===== src/core/rtcifs_regs.vh =====
/*
  Register offsets, field positions, reset values and timing counts of the
  RTC interrupt flag and status block. Assumes a 100 MHz clock.
*/
`ifndef RTCIFS_REGS_VH
`define RTCIFS_REGS_VH

// Register indices on the plain register port (byte-wide data).
`define RTCIFS_ADDR_W          4
`define RTCIFS_OFF_RATE        4'h0
`define RTCIFS_OFF_CTRL        4'h1
`define RTCIFS_OFF_FLAGS       4'h2
`define RTCIFS_OFF_VALID       4'h3
`define RTCIFS_OFF_EVT_STAT    4'h4
`define RTCIFS_OFF_EVT_MASK    4'h5

// Rate register: divider_control in [6:4], rate_select in [3:0].
`define RTCIFS_RS_LO           0
`define RTCIFS_RS_HI           3
`define RTCIFS_DV_LO           4
`define RTCIFS_DV_HI           6
`define RTCIFS_DV_RUN          3'h2
`define RTCIFS_DV_HOLD_HI      2'h3

// Control register bits.
`define RTCIFS_B_SET           7
`define RTCIFS_B_PIE           6
`define RTCIFS_B_AIE           5
`define RTCIFS_B_UIE           4

// Flag register bits.
`define RTCIFS_B_IRQ_SUMMARY_FLAG          7
`define RTCIFS_B_PF            6
`define RTCIFS_B_AF            5
`define RTCIFS_B_UF            4

// Validity register bit.
`define RTCIFS_B_VRT           7

// Event status bits: 0 periodic, 1 alarm, 2 update done, 3 flags read.
`define RTCIFS_NEVT            4

`define RTCIFS_RST_BYTE        8'h00
`define RTCIFS_RST_EVT         4'h0

// Timing: release and oscillator start figures, counts at 10 ns per cycle.
`define RTCIFS_CLK_NS          10
`define RTCIFS_T_IRQ_REL_US    2
`define RTCIFS_IRQ_REL_CYC     ((`RTCIFS_T_IRQ_REL_US * 1000) / `RTCIFS_CLK_NS)
`define RTCIFS_T_OSC_START_MS  1000
`define RTCIFS_OSC_START_CYC   ((`RTCIFS_T_OSC_START_MS * 1000000) / `RTCIFS_CLK_NS)
`define RTCIFS_OSC_CNT_W       27

`endif


===== src/core/rtcifs_tap_select.v =====
/*
  Periodic tap selector: picks a divider-chain tap by rate select and
  pulses one cycle on each rising edge of that tap.
  Assumes the divider chain taps are synchronous to clk.
*/
`timescale 1ns/1ps
`default_nettype none
`include "rtcifs_regs.vh"

module rtcifs_tap_select (
  input  wire        clk,
  input  wire        nrst,
  input  wire [15:0] div_taps,
  input  wire [3:0]  rate_select,
  input  wire        chain_run,
  output reg         tap_edge
);

  reg tap_d_r;
  wire tap_now;

  // Select zero disables the output; index 0 of the tap bus is unused.
  assign tap_now = (rate_select != 4'h0) & chain_run & div_taps[rate_select];

  always @(posedge clk or negedge nrst) begin
    if (!nrst) begin
      tap_d_r  <= 1'b0;
      tap_edge <= 1'b0;
    end else begin
      tap_d_r  <= tap_now;
      tap_edge <= tap_now & ~tap_d_r; // [RULE_04]
    end
  end

endmodule // rtcifs_tap_select
`default_nettype wire


===== src/core/rtcifs_osc_ctrl.v =====
/*
  Oscillator and countdown chain control from the divider-control bits.
  Assumes the oscillator stable indication may come late or never.
*/
`timescale 1ns/1ps
`default_nettype none
`include "rtcifs_regs.vh"

module rtcifs_osc_ctrl #(
  parameter [`RTCIFS_OSC_CNT_W-1:0] OSC_START_CYC = `RTCIFS_OSC_START_CYC
) (
  input  wire       clk,
  input  wire       nrst,
  input  wire [2:0] divider_control,
  input  wire       osc_stable,
  output reg        osc_enable,
  output reg        osc_running,
  output reg        chain_run
);

  reg  [`RTCIFS_OSC_CNT_W-1:0] start_cnt_r;
  wire                         osc_on;

  assign osc_on = (divider_control == `RTCIFS_DV_RUN) |
                  (divider_control[2:1] == `RTCIFS_DV_HOLD_HI);

  // The running flag is forced after the start limit so that software
  // never waits past it, even with a slow stable indication.
  always @(posedge clk or negedge nrst) begin
    if (!nrst) begin
      osc_enable  <= 1'b0;
      osc_running <= 1'b0;
      chain_run   <= 1'b0;
      start_cnt_r <= {`RTCIFS_OSC_CNT_W{1'b0}};
    end else begin
      osc_enable <= osc_on; // [RULE_15]
      if (!osc_on) begin
        start_cnt_r <= {`RTCIFS_OSC_CNT_W{1'b0}};
        osc_running <= 1'b0;
      end else if (osc_stable || start_cnt_r >= OSC_START_CYC - 1'b1) begin
        osc_running <= 1'b1; // [RULE_14]
      end else begin
        start_cnt_r <= start_cnt_r + 1'b1;
      end
      chain_run <= osc_running & (divider_control == `RTCIFS_DV_RUN); // [RULE_15]
    end
  end

endmodule // rtcifs_osc_ctrl
`default_nettype wire


===== src/core/rtcifs_top.v =====
/*
  RTC interrupt flag and status block: event flags, enables, summary
  request flag, active-low interrupt pin and backup validity byte.
  Assumes synchronous one-cycle event pulses and a plain register port
  with read data in the cycle after the read strobe.
*/
//
// Operation
// RULE_01: Summary flag is set when any event flag and its enable are both one.
// RULE_02: Interrupt pin is low while the summary flag reads one.
// RULE_03: Reading the flag byte or reset clears every flag in it.
// RULE_04: Periodic flag sets on an edge of the rate-selected divider tap.
// RULE_05: Periodic flag sets regardless of its enable; enable only gates the request.
// RULE_06: Alarm flag sets on time match; requests only when alarm enable set.
// RULE_07: Update flag sets after each update; requests only when enabled.
// RULE_08: Low four bits of the flag byte read zero and ignore writes.
// RULE_09: Validity top bit is read only and reads one while backup is sound.
// RULE_10: Validity bit reads zero when the backup source is exhausted.
// RULE_11: Lower seven validity bits read zero and are not writable.
// RULE_12: Interrupt pin releases within 2 us after a flag byte read.
// RULE_13: Interrupt pin releases within 2 us after reset goes low.
// RULE_14: Oscillator runs within 1 s after software enables it.
// RULE_15: Divider value 010 runs the chain; 11X runs oscillator, holds chain.
// RULE_16: Update enable clears when set-mode is written high or on reset.
// RULE_17: An event in the same cycle as a flag read stays set.
`timescale 1ns/1ps
`default_nettype none
`include "rtcifs_regs.vh"

module rtcifs_top #(
  parameter [`RTCIFS_OSC_CNT_W-1:0] OSC_START_CYC = `RTCIFS_OSC_START_CYC
) (
  input  wire                      clk,
  input  wire                      nrst,
  input  wire [`RTCIFS_ADDR_W-1:0] reg_addr,
  input  wire [7:0]                reg_wdata,
  input  wire                      reg_wr,
  input  wire                      reg_rd,
  output reg  [7:0]                reg_rdata,
  input  wire [15:0]               div_taps,
  input  wire                      alarm_match,
  input  wire                      update_done,
  input  wire                      backup_ok,
  input  wire                      osc_stable,
  output reg                       irq_n,
  output reg                       event_irq,
  output reg                       osc_enable,
  output reg                       osc_running,
  output reg                       chain_run,
  output reg                       set_mode
);

  reg  [7:0]              rate_r;
  reg  [7:0]              ctrl_r;
  reg                     periodic_flag_r;
  reg                     alarm_flag_r;
  reg                     update_done_flag_r;
  reg                     valid_r;
  reg  [`RTCIFS_NEVT-1:0] evt_stat_r;
  reg  [`RTCIFS_NEVT-1:0] evt_mask_r;
  reg  [7:0]              rdata_nxt;

  wire                    periodic_evt;
  wire                    osc_en_w;
  wire                    osc_run_w;
  wire                    chain_w;
  wire                    flags_rd;
  wire                    periodic_irq_enable;
  wire                    alarm_irq_enable;
  wire                    update_done_irq_enable;
  wire                    irq_summary_flag;
  wire [7:0]              flags_byte;
  wire [7:0]              valid_byte;
  wire [`RTCIFS_NEVT-1:0] evt_src;

  rtcifs_osc_ctrl #(
    .OSC_START_CYC   (OSC_START_CYC)
  ) u_osc (
    .clk             (clk),
    .nrst            (nrst),
    .divider_control (rate_r[`RTCIFS_DV_HI:`RTCIFS_DV_LO]),
    .osc_stable      (osc_stable),
    .osc_enable      (osc_en_w),
    .osc_running     (osc_run_w),
    .chain_run       (chain_w)
  );

  rtcifs_tap_select u_tap (
    .clk         (clk),
    .nrst        (nrst),
    .div_taps    (div_taps),
    .rate_select (rate_r[`RTCIFS_RS_HI:`RTCIFS_RS_LO]),
    .chain_run   (chain_w),
    .tap_edge    (periodic_evt)
  );

  assign flags_rd               = reg_rd & (reg_addr == `RTCIFS_OFF_FLAGS);
  assign periodic_irq_enable    = ctrl_r[`RTCIFS_B_PIE];
  assign alarm_irq_enable       = ctrl_r[`RTCIFS_B_AIE];
  assign update_done_irq_enable = ctrl_r[`RTCIFS_B_UIE];

  assign irq_summary_flag = (periodic_flag_r & periodic_irq_enable) |
                            (alarm_flag_r & alarm_irq_enable) |
                            (update_done_flag_r & update_done_irq_enable); // [RULE_01]

  // Low nibble is tied to zero and never stored, so writes cannot reach it.
  assign flags_byte = {irq_summary_flag, periodic_flag_r, alarm_flag_r,
                       update_done_flag_r, 4'h0}; // [RULE_08]
  assign valid_byte = {valid_r, 7'h00}; // [RULE_11]

  assign evt_src = {flags_rd, update_done, alarm_match, periodic_evt};

  // Control registers. Flag and validity bytes take no write at all.
  always @(posedge clk or negedge nrst) begin
    if (!nrst) begin
      rate_r <= `RTCIFS_RST_BYTE;
      ctrl_r <= `RTCIFS_RST_BYTE; // [RULE_16]
    end else if (reg_wr) begin
      if (reg_addr == `RTCIFS_OFF_RATE) begin
        rate_r <= {1'b0, reg_wdata[6:0]};
      end
      if (reg_addr == `RTCIFS_OFF_CTRL) begin
        ctrl_r <= reg_wdata;
        if (reg_wdata[`RTCIFS_B_SET]) begin
          ctrl_r[`RTCIFS_B_UIE] <= 1'b0; // [RULE_16]
        end
      end
    end
  end

  // Event flags: a read clears, but an event in the same cycle wins.
  always @(posedge clk or negedge nrst) begin
    if (!nrst) begin
      periodic_flag_r    <= 1'b0; // [RULE_03]
      alarm_flag_r       <= 1'b0;
      update_done_flag_r <= 1'b0;
    end else begin
      periodic_flag_r    <= periodic_evt | (periodic_flag_r & ~flags_rd); // [RULE_04] [RULE_05] [RULE_17]
      alarm_flag_r       <= alarm_match | (alarm_flag_r & ~flags_rd); // [RULE_06] [RULE_17]
      update_done_flag_r <= update_done | (update_done_flag_r & ~flags_rd); // [RULE_07] [RULE_17]
    end
  end

  // Validity is sampled each cycle; reset value is zero until first sample.
  always @(posedge clk or negedge nrst) begin
    if (!nrst) begin
      valid_r <= 1'b0;
    end else begin
      valid_r <= backup_ok; // [RULE_09] [RULE_10]
    end
  end

  // Block event status: write one to clear, a new event wins over the clear.
  genvar gi;
  generate
    for (gi = 0; gi < `RTCIFS_NEVT; gi = gi + 1) begin : g_evt
      always @(posedge clk or negedge nrst) begin
        if (!nrst) begin
          evt_stat_r[gi] <= 1'b0;
        end else if (evt_src[gi]) begin
          evt_stat_r[gi] <= 1'b1;
        end else if (reg_wr && reg_addr == `RTCIFS_OFF_EVT_STAT && reg_wdata[gi]) begin
          evt_stat_r[gi] <= 1'b0;
        end
      end
    end
  endgenerate

  always @(posedge clk or negedge nrst) begin
    if (!nrst) begin
      evt_mask_r <= `RTCIFS_RST_EVT;
    end else if (reg_wr && reg_addr == `RTCIFS_OFF_EVT_MASK) begin
      evt_mask_r <= reg_wdata[`RTCIFS_NEVT-1:0];
    end
  end

  always @* begin
    rdata_nxt = `RTCIFS_RST_BYTE;
    case (reg_addr)
      `RTCIFS_OFF_RATE:     rdata_nxt = rate_r;
      `RTCIFS_OFF_CTRL:     rdata_nxt = ctrl_r;
      `RTCIFS_OFF_FLAGS:    rdata_nxt = flags_byte;
      `RTCIFS_OFF_VALID:    rdata_nxt = valid_byte;
      `RTCIFS_OFF_EVT_STAT: rdata_nxt = {4'h0, evt_stat_r};
      `RTCIFS_OFF_EVT_MASK: rdata_nxt = {4'h0, evt_mask_r};
      default:              rdata_nxt = `RTCIFS_RST_BYTE;
    endcase
  end

  // The pin follows the summary flag one cycle late, well inside the
  // release limit after a read; reset drives it high at once.
  always @(posedge clk or negedge nrst) begin
    if (!nrst) begin
      reg_rdata   <= `RTCIFS_RST_BYTE;
      irq_n       <= 1'b1; // [RULE_13]
      event_irq   <= 1'b0;
      osc_enable  <= 1'b0;
      osc_running <= 1'b0;
      chain_run   <= 1'b0;
      set_mode    <= 1'b0;
    end else begin
      reg_rdata   <= reg_rd ? rdata_nxt : `RTCIFS_RST_BYTE;
      irq_n       <= ~irq_summary_flag; // [RULE_02] [RULE_12]
      event_irq   <= |(evt_stat_r & evt_mask_r);
      osc_enable  <= osc_en_w;
      osc_running <= osc_run_w;
      chain_run   <= chain_w;
      set_mode    <= ctrl_r[`RTCIFS_B_SET];
    end
  end

endmodule // rtcifs_top
`default_nettype wire


===== config.mk =====
export PLATFORM = sky130hd
export DESIGN_NAME = rtcifs_top
export DESIGN_NICKNAME = d
export VERILOG_FILES = /design/src/core/rtcifs_tap_select.v /design/src/core/rtcifs_osc_ctrl.v /design/src/core/rtcifs_top.v
export VERILOG_INCLUDE_DIRS = /design/src /design/src/core
export SDC_FILE = /design/constraint.sdc
export NUM_CORES = 1
export LEC_CHECK = 0
export ABC_CLOCK_PERIOD_IN_PS = 5100
export BUFFER_PORTS_ARGS = -buffer_cell sky130_fd_sc_hd__buf_2
export CAP_MARGIN = 25
export CORE_MARGIN = 3
export CORE_UTILIZATION = 60
export DETAILED_ROUTE_END_ITERATION = 8
export PLACE_DENSITY = 0.83
export REMOVE_ABC_BUFFERS = 1
export SLEW_MARGIN = 20
export SYNTH_ARGS = -nofsm -noshare
export SYNTH_HDL_FRONTEND = slang
export SYNTH_SLANG_ARGS = --single-unit

===== constraint.sdc =====
create_clock -name clk -period 5.1 [get_ports clk]
set_input_delay 0.765 -clock clk [delete_from_list [all_inputs] [get_ports clk]]
set_output_delay 0.765 -clock clk [all_outputs]
set_load 0.005 [all_outputs]

==> Word-level counts from Yosys, hierarchy flattened <==
Cells that the tools add are included.
Widths: inputs -> output; s select.
{ "word_totals": {"ff_bits": 73, "latch_bits": 0, "mem_bits_ro": 0, "out_inout_bits": 14, "ramBits": 0, "in_bits": 36, "elab_cells": 90, "n_memories": 0} }
{ "op_classes": {"shift": 0, "reduce_logical": 16, "n_mux": 17, "bitwise_logic": 21, "div": 0, "magnitude_cmp": 2, "addsub": 1, "eq_ne": 9, "mul": 0} }
{ "op_table": {"columns": ["cell", "count"], "rows": [
  ["$mux 27", 2],
  ["$pmux 8 s6", 1],
  ["$add 27x1->27 const B", 1],
  ["$ge 27x27->1 const B", 1],
  ["$mux 1", 12],
  ["$and 1x1->1", 11],
  ["$eq 4x2->1 const B", 2],
  ["$eq 4x3->1 const B", 2],
  ["$mux 8", 1],
  ["$reduce_bool 2->1", 4],
  ["$logic_and 1x1->1", 6],
  ["$or 1x1->1", 6],
  ["$lt 4x5->1 const B", 1],
  ["$and 4x4->4", 1],
  ["$bmux 1 s4", 1],
  ["$eq 4x1->1 const B", 1],
  ["$logic_not 4->1", 1],
  ["$ne 2x2->1 const B", 2],
  ["$reduce_and 2->1", 2],
  ["$reduce_bool 4->1", 1],
  ["$reduce_or 4->1", 1],
  ["$eq 3x2->1 const B", 1],
  ["$not 1->1", 3],
  ["$eq 2x2->1 const B", 1],
  ["$logic_or 1x1->1", 1]
]} }

==> Longest topological paths before layout <==
{ "logic_depth": {"word_depth": 5, "mapped_depth": 8, "ltp_nobuf": 6} }

==> Modules after synthesis <==
A second synthesis with hierarchy kept.
{ "unflattened": {"cells_unflattened": 323, "area_unflattened_um2": 3639.7} }
{ "by_module_without_submodules": {"columns": ["module", "area_per_inst_um2", "instances", "seq_area_each_um2", "cells_per_inst"], "rows": [
  ["rtcifs_osc_ctrl", 1707.9, 1, 750.7, 181],
  ["rtcifs_top", 1700.4, 1, 1027.2, 122],
  ["rtcifs_tap_select", 231.5, 1, 50.0, 20]
]} }

==> Worst setup path after synthesis <==
No wires, ideal clock.
{ "synth_path": {"kind": "input to register", "from": "input reg_addr[1]", "to": "register rate_r[4]", "path_buffers": 3, "arrival_ps": 2259, "t_required_ps": 4972, "path_slack_ps": 2713, "cell_stages": 6, "setup_ps": 128, "path_cell_list": "clkbuf_1 > or3_1 > clkbuf_1 > or3b_1 > buf_2 > mux2_1"} }
{ "synth_via": {"elab_chain_cells": 2} }
{ "synth_lines": {"columns": ["element", "line_no", "text"], "rows": [
  ["start, declared", "rtcifs_top.v:35", "input wire [`RTCIFS_ADDR_W-1:0] reg_addr,"],
  ["$logic_not 4->1", null, null],
  ["$reduce_and 2->1 (no source line)", null, null],
  ["end signal, assigned", "rtcifs_top.v:116", "rate_r <= `RTCIFS_RST_BYTE;"],
  ["end signal, assigned", "rtcifs_top.v:120", "rate_r <= {1'b0, reg_wdata[6:0]};"],
  ["end, declared", "rtcifs_top.v:53", "reg [7:0] rate_r;"]
]} }
No other way between the ends.
A chain may end at the register's enable or synchronous reset.

==> Final worst setup path <==
{ "layout_path": {"from": "register u_osc.start_cnt_r[12]", "to": "register u_osc.start_cnt_r[9]"} }
{ "layout_via": {"elab_chain_cells": 3} }
{ "layout_lines": {"columns": ["element", "line_no", "text"], "rows": [
  ["start, declared", "rtcifs_osc_ctrl.v:21", "reg [`RTCIFS_OSC_CNT_W-1:0] start_cnt_r;"],
  ["start signal, assigned", "rtcifs_osc_ctrl.v:34", "start_cnt_r <= {`RTCIFS_OSC_CNT_W{1'b0}};"],
  ["start signal, assigned", "rtcifs_osc_ctrl.v:38", "start_cnt_r <= {`RTCIFS_OSC_CNT_W{1'b0}};"],
  ["start signal, assigned", "rtcifs_osc_ctrl.v:43", "start_cnt_r <= start_cnt_r + 1'b1;"],
  ["$ge 27x27->1", "rtcifs_osc_ctrl.v:40", "end else if (osc_stable || start_cnt_r >= OSC_START_CYC - 1'b1) begin"],
  ["$logic_or 1x1->1", "rtcifs_osc_ctrl.v:40", null],
  ["$ne 2x2->1 (no source line)", null, null]
]} }
No other way between the ends.

==> out/metrics.yaml <==
antenna_found_initial: 0
reg2reg_slack_ns: 2.76
multiInputGateArea_mm2: 0.001662
cts_buffer_depth: 2
ios: 50
routed_wl_um: 7528
synthTopCellsByArea: "dfrtp_1, mux2_2, a21oi_1"
syn_area_mm2: 0.003601
syn_area_per_cell_um2: 10.78
post-dp-hpwl_um: 5317
vdd_ir_drop_max_mv: 0.2645
startpoint_type: "flop"
synthCells: 334
hold_class: "in -> async"
path_clk_slew_ns: 0.07
drive_above_1_share: 0.2591
cp-end-kind: "flop"
async_reset_ff_frac: 1.000
rows: 27
clk_latency_ns: 0.35
finalSetupTns_ns: 0
rsz0062_at_grt: "no"
firstDrtPassIters: 4
core_region_area_mm2: 0.005642
period_share: 0.4582
synth_ff_type: "dfrtp_1"
area_growth_pct: 14.35
die_width_um: 83.47
fmax_ghz: 0.4279
yosysMostFrequentCell: "dfrtp_1"
io_buffers: 48
register_area_mm2: 0.001828
maxCapViolCount: 0
ys_warn_count: 0
htreeDepth: 3
vias_per_cell: 6.162
cts_resized: 0
p_leak_nw: 1.769
finish.utilization: 0.7299
critPathRequiredTime_ns: 5.37
grt_max_degree: 45
vias: 2822
fin_crit_ns: 2.337
dieHeight_um: 83.47
postCtsHoldBufs: 0
clock_skew_ns: 0.007530
ys_types: 53
path_max_fanout: 20
drc: 0
drt-initial-drc-count: 136
synth_area_leader_cell: "dfrtp_1"
grtUsageTotal: 0.2344
nFillCells: 389
grt_overflow_total: 0
ys_ff_latch: 73
cts.sinks: 73
synth_edf_count: 0
slew_viol_final: 0
cts_tree: "yes"
grt_pass1_wl_um: 13210
worst-setup-path-type: "reg -> reg"
setup_viol: 0
wire_per_inst_um: 16.44
p_per_area_mw_per_mm2: 331.4
finalHoldViolCount: 0
status: "finished, final reports clean"
ys_seq_area_frac: 0.5076
place_congestion: 0.8168
initial_core_util: 0.6383
tightest_slew_ns: 0.7577
post_cts_buffers: 0
dieArea_mm2: 0.006967
finalNetCount: 418
grt_pass1_vias: 2741
antenna_cells: 0
cp.arrival_ns: 2.60
final_antenna_net_count: 0
synth_top_area_frac: 0.5003
cts_buffers: 9
slew_headroom: 0.4930
yosys-top-cells-count: "dfrtp_1, a21oi_1, nand2_1"
clockRootBuffer: "clkbuf_8"
==> path summary, 6_finish.rpt <==
path	startpoint	to	cells past startpoint
setup / recovery	u_osc.start_cnt_r[12]	u_osc.start_cnt_r[9]	6
hold / removal	nrst	u_osc.start_cnt_r[5]	1
setup reg to reg	u_osc.start_cnt_r[12]	u_osc.start_cnt_r[9]	6
hold reg to reg	u_osc.osc_enable	osc_enable	0
max in group asynchronous	nrst	irq_n	2
min in group clk	u_osc.osc_enable	osc_enable	0
==> layer usage <==
metal	vias to the layer above	GRT usage	wire length (µm)
met2	66	0.3776	3683
li1	1350	-	-
met1	1397	0.3166	3412
met5	-	0	0
met3	9	0.06219	354
met4	0	0.06579	77
==> cell families (layout without fill, tap and decap cells) <==
logic type      count (synthesis)  in the layout  synth area share
mux                            37             37            0.1230
xor+xnor                        1              1          0.002433
buf+inv                        25             77           0.03092
compound gates                 78             78            0.1435
fa+ha+maj                       1              1          0.003474
flops                          73             73            0.5076
simple gates                  119            119            0.1890
==> per-stage QoR <==
step                area (µm²)  worst slack (ns)  power, mW  cells  hold WS, ns
floorplan                 3523             2.926     0.8114    318       0.3312
global placement          3869             2.586     0.8851    440       0.3657
detailed placement        3884             2.545     0.8996    441       0.3642
CTS                       4098             2.775      1.371    457       0.3810
global route              4118             2.611      1.437    458       0.2831
finish                    4118             2.763      1.365    458       0.2803
==> power breakdown <==
group	switching (mW)	internal [mW]	total (mW)
clock network	0.219	0.255	0.474
logic	0.0961	0.102	0.198
registers	0.0496	0.643	0.693
==> critical path, stage by stage (launching register included) <==
cell      delay [ns]
dfrtp_1         0.46
or2_1           0.26
a211oi_2        0.35
o21ai_2         0.28
buf_8           0.24
or4_1           0.49
a21oi_1         0.18
==> cells in the final DEF, fill, tap and decap left out, drive strengths merged, types with 3 or more instances in the layout <==
cell	n
nor2	22
and2	3
nand3	13
nand2	26
or3	7
inv	10
mux2i	15
nor4	5
a21o	6
and3	4
o21ai	9
dfrtp	72
o22a	4
a21oi	30
clkbuf	11
nand4	4
o31ai	17
and4	5
or4	17
mux4	4
mux2	18
buf	52
==> area by class of cell <==
class / instances / area share
Clock buffer: 11 / 0.03677
Inverter: 9 / 0.008204
Clock inverter: 5 / 0.01519
Timing Repair Buffer: 52 / 0.07050
Sequential cell: 73 / 0.4439
Tap cell: 72 / 0.02188
Multi-Input combinational cell: 236 / 0.4035
==> registers in the layout, summed over array words and instances, names as in the netlist, 4 cells and up <==
register / flops
evt_mask_r: 4
evt_stat_r: 4
rate_r: 7
u_osc.start_cnt_r: 27
reg_rdata: 8
ctrl_r: 8
No activity file was read; power rests on OpenSTA's default activity.
